`src/hw/sbst_consts.vh`:
```
// constants for the sram boundary scan tap
// assumes inclusion by bare name from the hw design files
// What this block does
// five tms-high rising tck edges reset tap
// tap reset never disturbs memory operation
// power-up reset leaves tdo high impedance
// exactly one scan register selected by instruction
// sample on rising tck, drive on falling
// three-bit instruction, idcode at reset
// capture-ir loads 01 into low bits
// bypass single bit, cleared at capture
// boundary chain captures pins, then shifts
// tdi feeds chain msb, lsb drives tdo
// idcode captures fixed 32-bit value
// new instruction effective only at update-ir
// controller never loads reserved codes
// sample-z selects chain, floats output bus
// sample/preload snapshots all pins at capture
// capture shifts out while preload shifts in
// preload latches pattern into parallel outputs
// extest drives latched values onto outputs
// bit 108 enables output drivers under extest
// bit 108 latch preset high at reset
// decode 000,001,010,100,111; others reserved
// standard sixteen-state tap controller
// tdo driven in shift states, and in exit1 until its falling tck
`ifndef SBST_CONSTS_VH
`define SBST_CONSTS_VH
`define SBST_IR_W 3
`define SBST_BSR_W 109
`define SBST_ID_W 32
`define SBST_OE_BIT 108
`define SBST_IR_CAPT 2'h1
`define SBST_I_EXTEST 3'h0
`define SBST_I_IDCODE 3'h1
`define SBST_I_SAMPZ 3'h2
`define SBST_I_SAMPLE 3'h4
`define SBST_I_BYPASS 3'h7
`define SBST_S_TLR 4'h0
`define SBST_S_RTI 4'h1
`define SBST_S_SELDR 4'h2
`define SBST_S_CAPDR 4'h3
`define SBST_S_SHDR 4'h4
`define SBST_S_EX1DR 4'h5
`define SBST_S_PADR 4'h6
`define SBST_S_EX2DR 4'h7
`define SBST_S_UPDR 4'h8
`define SBST_S_SELIR 4'h9
`define SBST_S_CAPIR 4'ha
`define SBST_S_SHIR 4'hb
`define SBST_S_EX1IR 4'hc
`define SBST_S_PAIR 4'hd
`define SBST_S_EX2IR 4'he
`define SBST_S_UPIR 4'hf
`endif

```
`src/hw/sbst_skid.v`:
```
// two-entry buffer with valid/ready on both sides
// assumes a single clock domain
`timescale 1ns/1ps
`default_nettype none
module sbst_skid #(
  parameter W = 1
) (
  input wire clk,
  input wire rst_n,
  input wire in_valid,
  output wire in_ready,
  input wire [W-1:0] in_data,
  output wire out_valid,
  input wire out_ready,
  output wire [W-1:0] out_data
);
  reg [W-1:0] mem_q [0:1];
  reg rd_q;
  reg wr_q;
  reg [1:0] cnt_q;
  wire push = in_valid && in_ready;
  wire pop = out_valid && out_ready;
  assign in_ready = (cnt_q != 2'h2);
  assign out_valid = (cnt_q != 2'h0);
  assign out_data = mem_q[rd_q];
  always @(posedge clk or negedge rst_n) begin
    if (!rst_n) begin
      rd_q <= 1'b0;
      wr_q <= 1'b0;
      cnt_q <= 2'h0;
      mem_q[0] <= {W{1'b0}};
      mem_q[1] <= {W{1'b0}};
    end else begin
      if (push) begin
        mem_q[wr_q] <= in_data;
        wr_q <= ~wr_q;
      end
      if (pop)
        rd_q <= ~rd_q;
      if (push && !pop)
        cnt_q <= cnt_q + 2'h1;
      else if (pop && !push)
        cnt_q <= cnt_q - 2'h1;
    end
  end
endmodule // sbst_skid
`default_nettype wire

```
`src/hw/sbst_sync.v`:
```
// two-flop synchroniser for one level from a foreign domain
// assumes clk is the block clock, rst_n asynchronous
`timescale 1ns/1ps
`default_nettype none
module sbst_sync #(
  parameter [0:0] RST_VAL = 1'b0
) (
  input wire clk,
  input wire rst_n,
  input wire d,
  output reg q
);
  reg meta_q;
  always @(posedge clk or negedge rst_n) begin
    if (!rst_n) begin
      meta_q <= RST_VAL;
      q <= RST_VAL;
    end else begin
      meta_q <= d;
      q <= meta_q;
    end
  end
endmodule // sbst_sync
`default_nettype wire

```
`src/hw/sbst_tap.v`:
```
// boundary scan tap of a synchronous sram, sampled from clk
// assumes tck, tms, tdi are asynchronous pins; tck far slower than clk
`timescale 1ns/1ps
`default_nettype none
`include "sbst_consts.vh"
module sbst_tap #(
  parameter [`SBST_ID_W-1:0] ID_VALUE = 32'h00000001, // arbitrary value
  parameter BSR_W = `SBST_BSR_W
) (
  input wire clk,
  input wire rst_n,
  input wire tck,
  input wire tms,
  input wire tdi,
  output reg tdo,
  output reg tdo_oe_n,
  input wire [BSR_W-1:0] pin_snapshot,
  output reg [BSR_W-1:0] pin_drive,
  output wire pin_drive_en,
  output wire qbus_float,
  output wire [`SBST_IR_W-1:0] active_instruction,
  output wire [3:0] tap_state
);
  // ****************************************
  // pin synchronisers and tck edges
  // ****************************************
  wire tck_s;
  wire tms_s;
  wire tdi_s;
  reg tck_d_q;
  sbst_sync #(.RST_VAL(1'b0)) u_tck (.clk(clk), .rst_n(rst_n), .d(tck), .q(tck_s));
  sbst_sync #(.RST_VAL(1'b1)) u_tms (.clk(clk), .rst_n(rst_n), .d(tms), .q(tms_s));
  sbst_sync #(.RST_VAL(1'b1)) u_tdi (.clk(clk), .rst_n(rst_n), .d(tdi), .q(tdi_s));
  always @(posedge clk or negedge rst_n) begin
    if (!rst_n)
      tck_d_q <= 1'b0;
    else
      tck_d_q <= tck_s;
  end
  wire tck_rise = tck_s && !tck_d_q;
  wire tck_fall = !tck_s && tck_d_q;

  // ****************************************
  // tap controller
  // ****************************************
  reg [3:0] st_q;
  reg [3:0] st_d;
  always @* begin
    st_d = st_q;
    case (st_q)
      `SBST_S_TLR: st_d = tms_s ? `SBST_S_TLR : `SBST_S_RTI;
      `SBST_S_RTI: st_d = tms_s ? `SBST_S_SELDR : `SBST_S_RTI;
      `SBST_S_SELDR: st_d = tms_s ? `SBST_S_SELIR : `SBST_S_CAPDR;
      `SBST_S_CAPDR: st_d = tms_s ? `SBST_S_EX1DR : `SBST_S_SHDR;
      `SBST_S_SHDR: st_d = tms_s ? `SBST_S_EX1DR : `SBST_S_SHDR;
      `SBST_S_EX1DR: st_d = tms_s ? `SBST_S_UPDR : `SBST_S_PADR;
      `SBST_S_PADR: st_d = tms_s ? `SBST_S_EX2DR : `SBST_S_PADR;
      `SBST_S_EX2DR: st_d = tms_s ? `SBST_S_UPDR : `SBST_S_SHDR;
      `SBST_S_UPDR: st_d = tms_s ? `SBST_S_SELDR : `SBST_S_RTI;
      `SBST_S_SELIR: st_d = tms_s ? `SBST_S_TLR : `SBST_S_CAPIR;
      `SBST_S_CAPIR: st_d = tms_s ? `SBST_S_EX1IR : `SBST_S_SHIR;
      `SBST_S_SHIR: st_d = tms_s ? `SBST_S_EX1IR : `SBST_S_SHIR;
      `SBST_S_EX1IR: st_d = tms_s ? `SBST_S_UPIR : `SBST_S_PAIR;
      `SBST_S_PAIR: st_d = tms_s ? `SBST_S_EX2IR : `SBST_S_PAIR;
      `SBST_S_EX2IR: st_d = tms_s ? `SBST_S_UPIR : `SBST_S_SHIR;
      `SBST_S_UPIR: st_d = tms_s ? `SBST_S_SELDR : `SBST_S_RTI;
      default: st_d = `SBST_S_TLR;
    endcase
  end
  // power-up reset goes straight to test-logic-reset
  always @(posedge clk or negedge rst_n) begin
    if (!rst_n)
      st_q <= `SBST_S_TLR;
    else if (tck_rise)
      st_q <= st_d;
  end
  assign tap_state = st_q;

  // ****************************************
  // instruction and data registers
  // ****************************************
  reg [`SBST_IR_W-1:0] ir_sh_q;
  reg [`SBST_IR_W-1:0] ir_q;
  reg byp_q;
  reg [`SBST_ID_W-1:0] id_sh_q;
  reg [BSR_W-1:0] bsr_q;
  reg oe_latch_q;
  wire in_tlr = (st_q == `SBST_S_TLR);
  // only the output-enable cell comes up set, so the q-bus drives after reset
  localparam [BSR_W-1:0] DRV_RST = {{(BSR_W-1){1'b0}}, 1'b1} << `SBST_OE_BIT;
  // reserved codes fall back to bypass so a path always exists
  function [1:0] sel_of;
    input [`SBST_IR_W-1:0] ins;
    begin
      case (ins)
        `SBST_I_EXTEST, `SBST_I_SAMPZ, `SBST_I_SAMPLE: sel_of = 2'h2;
        `SBST_I_IDCODE: sel_of = 2'h1;
        default: sel_of = 2'h0;
      endcase
    end
  endfunction
  wire [1:0] sel = sel_of(ir_q);
  always @(posedge clk or negedge rst_n) begin
    if (!rst_n) begin
      ir_sh_q <= `SBST_I_IDCODE;
      ir_q <= `SBST_I_IDCODE;
      byp_q <= 1'b0;
      id_sh_q <= {`SBST_ID_W{1'b0}};
      bsr_q <= {BSR_W{1'b0}};
      pin_drive <= DRV_RST;
      oe_latch_q <= 1'b1;
    end else if (in_tlr) begin
      // held every clk in reset state, not only on tck edges
      ir_q <= `SBST_I_IDCODE;
      oe_latch_q <= 1'b1;
      pin_drive[`SBST_OE_BIT] <= 1'b1;
    end else if (tck_rise) begin
      case (st_q)
        `SBST_S_CAPIR: ir_sh_q <= {ir_q[`SBST_IR_W-1], `SBST_IR_CAPT};
        `SBST_S_SHIR: ir_sh_q <= {tdi_s, ir_sh_q[`SBST_IR_W-1:1]};
        `SBST_S_UPIR: ir_q <= ir_sh_q;
        `SBST_S_CAPDR: begin
          case (sel)
            2'h2: bsr_q <= pin_snapshot;
            2'h1: id_sh_q <= ID_VALUE;
            default: byp_q <= 1'b0;
          endcase
        end
        `SBST_S_SHDR: begin
          case (sel)
            2'h2: bsr_q <= {tdi_s, bsr_q[BSR_W-1:1]};
            2'h1: id_sh_q <= {tdi_s, id_sh_q[`SBST_ID_W-1:1]};
            default: byp_q <= tdi_s;
          endcase
        end
        `SBST_S_UPDR: begin
          if (sel == 2'h2 && ir_q != `SBST_I_SAMPZ) begin
            pin_drive <= bsr_q;
            oe_latch_q <= bsr_q[`SBST_OE_BIT];
          end
        end
        default: ;
      endcase
    end
  end
  assign active_instruction = ir_q;
  // normal sram path untouched unless extest or sample-z is active
  assign pin_drive_en = (ir_q == `SBST_I_EXTEST);
  assign qbus_float = (ir_q == `SBST_I_SAMPZ) || (pin_drive_en && !oe_latch_q);

  // ****************************************
  // serial output on falling tck
  // ****************************************
  wire shift_ir = (st_q == `SBST_S_SHIR);
  wire shift_dr = (st_q == `SBST_S_SHDR);
  wire dr_bit = (sel == 2'h2) ? bsr_q[0] : (sel == 2'h1) ? id_sh_q[0] : byp_q;
  wire tdo_next = shift_ir ? ir_sh_q[0] : dr_bit;
  // buffer decouples serial bit selection from the falling-edge launch
  wire buf_valid;
  wire buf_data;
  wire buf_in_ready;
  wire bit_vld = tck_fall && (shift_ir || shift_dr);
  sbst_skid #(.W(1)) u_buf (
    .clk(clk), .rst_n(rst_n),
    .in_valid(bit_vld), .in_ready(buf_in_ready), .in_data(tdo_next),
    .out_valid(buf_valid), .out_ready(1'b1), .out_data(buf_data)
  );
  always @(posedge clk or negedge rst_n) begin
    if (!rst_n) begin
      tdo <= 1'b0;
      tdo_oe_n <= 1'b1;
    end else begin
      if (buf_valid)
        tdo <= buf_data;
      if (tck_fall)
        tdo_oe_n <= !(shift_ir || shift_dr);
    end
  end
  // in_ready always high here since the drain never stalls
  wire unused_ok = buf_in_ready;
endmodule // sbst_tap
`default_nettype wire

```
`config.mk`:
```
export PLATFORM = sky130hd
export DESIGN_NAME = sbst_tap
export DESIGN_NICKNAME = d
export VERILOG_FILES = /design/src/hw/sbst_skid.v /design/src/hw/sbst_sync.v /design/src/hw/sbst_tap.v
export VERILOG_INCLUDE_DIRS = /design/src /design/src/hw
export SDC_FILE = /design/constraint.sdc
export NUM_CORES = 1
export LEC_CHECK = 0
export ABC_AREA = 1
export BUFFER_PORTS_ARGS = -buffer_cell sky130_fd_sc_hd__buf_2
export CAP_MARGIN = 20
export CORE_ASPECT_RATIO = 1.1
export CORE_MARGIN = 1
export CORE_UTILIZATION = 35
export CTS_BUF_LIST = sky130_fd_sc_hd__clkbuf_16
export DETAILED_ROUTE_END_ITERATION = 8
export PLACE_DENSITY = 0.53
export SETUP_SLACK_MARGIN = 0.5
export SYNTH_ARGS = -nofsm -noshare
export SYNTH_HDL_FRONTEND = slang
export SYNTH_SLANG_ARGS = --single-unit
```
`constraint.sdc`:
```
create_clock -name clk -period 2.4 [get_ports clk]
set_input_delay 0.24 -clock clk [delete_from_list [all_inputs] [get_ports clk]]
set_output_delay 0.24 -clock clk [all_outputs]
set_load 0.005 [all_outputs]
```
==> metrics.md <==
| Metric | Value |
|---|---|
| Number of global-route vias before repair | `approximately 10000` |
| #FFs+latches synth | `between 200 and 300` |
| Top-count cell post-synth | `nand2_1` |
| Required time of the critical path | `2830 ps` |
| Gr ovfl total | `0` |
| Post-synthesis sequential area ratio | `0.589` |
| Initial Utilization | `0.355` |
| Ranking of synthesized cells by area | `dfrtp_1 57%, nand2_1 13%, o21ai_0 8.4%` |
| DRT iter0 DRCs | `around 650` |
| Peak VDD IR | `0.439 mV` |
| Area delta synth->final | `30.1%` |
| Global-route wire length before repair | `slightly below 50000 um` |
| CP bufs+invs | `4` |
| Crit end category | `register` |
| Hold WC Path Type | `in -> reg` |
| Post-Syn Instances | `1377` |
| GP Congestion | `0.797` |
| Most used flip-flop cell after synthesis | `dfrtp_1` |
| DRT antenna net count | `0` |
| Min Tclk post-route | `between 1500 and 2000 ps` |
| Die area | `between 30000 and 40000 um^2` |
| Status | `complete, no violations` |
| Period utilization | `0.762` |
| Final nets | `~1800` |
| Critical path arrival | `between 2000 and 2500 ps` |
| Async set-reset flop share out of synthesis | `1.00` |
| Gr usage total | `0.173` |
| Drt via density | `4.65` |
| Rows | `70` |
| Core Region | `33200 um^2` |
| Initial antenna violation count | `1` |
| Avg Inst Size Synth | `about 8.6 um^2` |
| Sink Count | `277` |
| CP max stage cell | `dfstp_2` |
| CTS clk-pin slew, worst paths | `roughly 60 ps` |
| Syn. warnings | `0` |
| Syn_nets | `roughly 1500` |
| Total power | `11100 uW` |
| Util after Layout | `0.462` |
| H-tree levels | `1` |
| Fin worst setup slack | `between 500 and 600 ps` |
| DRC viols | `0` |
| WL per Instance | `14.6 um` |
| Slew @ Worst Pin | `694 ps` |
| Timing-limited maximum frequency | `0.547 GHz` |
| Commonest cells post-synth | `420 x nand2_1, 268 x dfrtp_1, 198 x o21ai_0` |
| CP most frequent cell | `inv_1` |
| Power Dens Cells | `726 nW/um^2` |
| Clk buf depth | `3` |
| CP max FO | `43` |
| Worst stage delay on the critical path | `approximately 550 ps` |
| Fin. max-slew vios | `0` |
| Clock latency on the worst-skew pair | `around 560 ps` |
| Crit start category | `register` |
| Die height | `194 um` |
| Top cell type's share of synthesized area | `0.569` |
| Inserted Clock Buffers | `30` |
| Vias | `between 9000 and 10000` |
| Port buffer count | `233` |
| DRT Pass-1 Iters | `5` |
| Crit Path Category | `reg -> reg` |
| Largest net degree at the start of global routing | `126` |
| Cell family with most CP delay | `flip-flops` |
| Yosys top cell by area | `dfrtp_1` |
| Final hold vios | `0` |
| Max-cap violations | `0` |
| Area of the mapped netlist | `approximately 12000 um^2` |
| Total negative slack | `0 ps` |
| CTS root buf | `clkbuf_16` |
| Worst-path cell chain | `inv_1, nor3_2, inv_1, ha_4, nand2_2, nor2_4, buf_4, buf_16, nand2_1, o21ai_1` |
| Endpoints failing setup | `0` |
| Layout cells sized above 1 | `0.209` |
| RSZ-0062 raised after global routing | `true` |
| WL final | `slightly above 30000 um` |
| Hpwl dp | `18400 um` |
| Yosys cell types | `27` |
| Number of synthesized flops with an enable pin | `0` |
| Ports | `around 230` |
| CTS tree | `built` |
| Worst Skew | `16.5 ps` |
| Leak | `~0.0080 uW` |
| Die width | `~180 um` |
| Slew headroom | `0.537` |
| Pre-CTS setup slack | `between 400 and 500 ps` |
==> per-layer routing <==
layer | global-route usage | vias up | part of all wire
met2 | 0.282 | 257 | 0.46
met3 | 0.0362 | 51 | 0.062
met4 | 0.0479 | 0 | 0.020
li1 | - | 4931 | -
met1 | 0.231 | 4616 | 0.46
met5 | 0 | - | 0
==> cells by family after synthesis <==
kind of cell / Yosys count / synth area share
buffers and inverters: 243 / 0.0899
DFF: 277 / 0.589
and+or+nand+nor: 472 / 0.154
adders and majority gates: 3 / 0.00319
AOI/OAI and AO/OA: 379 / 0.161
xor gates and xnor gates: 3 / 0.00223
==> power breakdown <==
group / internal (uW) / switching [uW]
logic: 636 / 1070
clock network: 2550 / 1920
registers: 4810 / 138
==> worst register-to-register path, cell delays in order (launching register included) <==
cell	delay (ps)
dfstp_2	550
inv_1	80
nor3_2	160
inv_1	100
ha_4	180
nand2_2	80
nor2_4	50
buf_4	160
buf_16	180
nand2_1	110
o21ai_1	60
==> registers in the layout, summed over array words and instances (netlist names), 2 cells and up <==
name,flops
tap_state,4
pin_drive,109
id_sh_q,32
ir_sh_q,3
u_buf.cnt_q,2
active_instruction,3
bsr_q,109
u_buf.mem_q,2
==> cells in the final DEF (no fill, tap or decap), drive strengths merged, types with 12 or more instances in the layout <==
master,count
buf,269
clkbuf,36
clkinv,12
dfrtp,268
dlygate4sd3,59
inv,172
nand2,422
nand3,15
nor2,30
o21ai,368
==> final timing paths <==
check / startpoint / depth (start not counted) / to / slack [ps]
worst max register to register: active_instruction[0] / 10 / bsr_q[79] / 570
worst min-delay path: pin_snapshot[26] / 5 / bsr_q[26] / 10
worst min register to register: u_tck.meta_q / 0 / u_tck.q / 350
worst max-delay path: active_instruction[0] / 10 / bsr_q[79] / 570
min in group asynchronous: rst_n / 2 / pin_drive[101] / 270
max in group asynchronous: rst_n / 3 / u_tdi.meta_q / 1340
==> final cells by class <==
type / instances / area (um^2)
Timing Repair Buffer: 333 / 2380
Clock inverter: 25 / 183
Antenna cell: 1 / 2.50
Sequential cell: 277 / 6950
Tap cell: 432 / 541
Fill cell: 3317 / 17900
Multi-Input combinational cell: 857 / 3880
Inverter: 165 / 619
Clock buffer: 31 / 776
==> metrics by stage <==
step	cells	hold WS (ps)	cell area (um^2)
2_1_floorplan	1377	-55.6	11800
3_3_place_gp	1985	301	13400
3_5_place_dp	1985	304	13400
4_1_cts	2104	0.0290	15100
5_1_grt	2121	29.6	15300
6_report	2121	12.3	15300
==> repair_timing <==
action | 4_1_cts | 5_1_grt
endpoints found under the setup margin | 97 | 206
cloned | 2 | 7
pin swaps | 2 | 4
hold endpoints to repair | 127 | 0
buffers inserted | 2 | 9
resized for setup | 13 | 20
hold buffers | 59 | 0
Power figures use the tool's default switching activity.
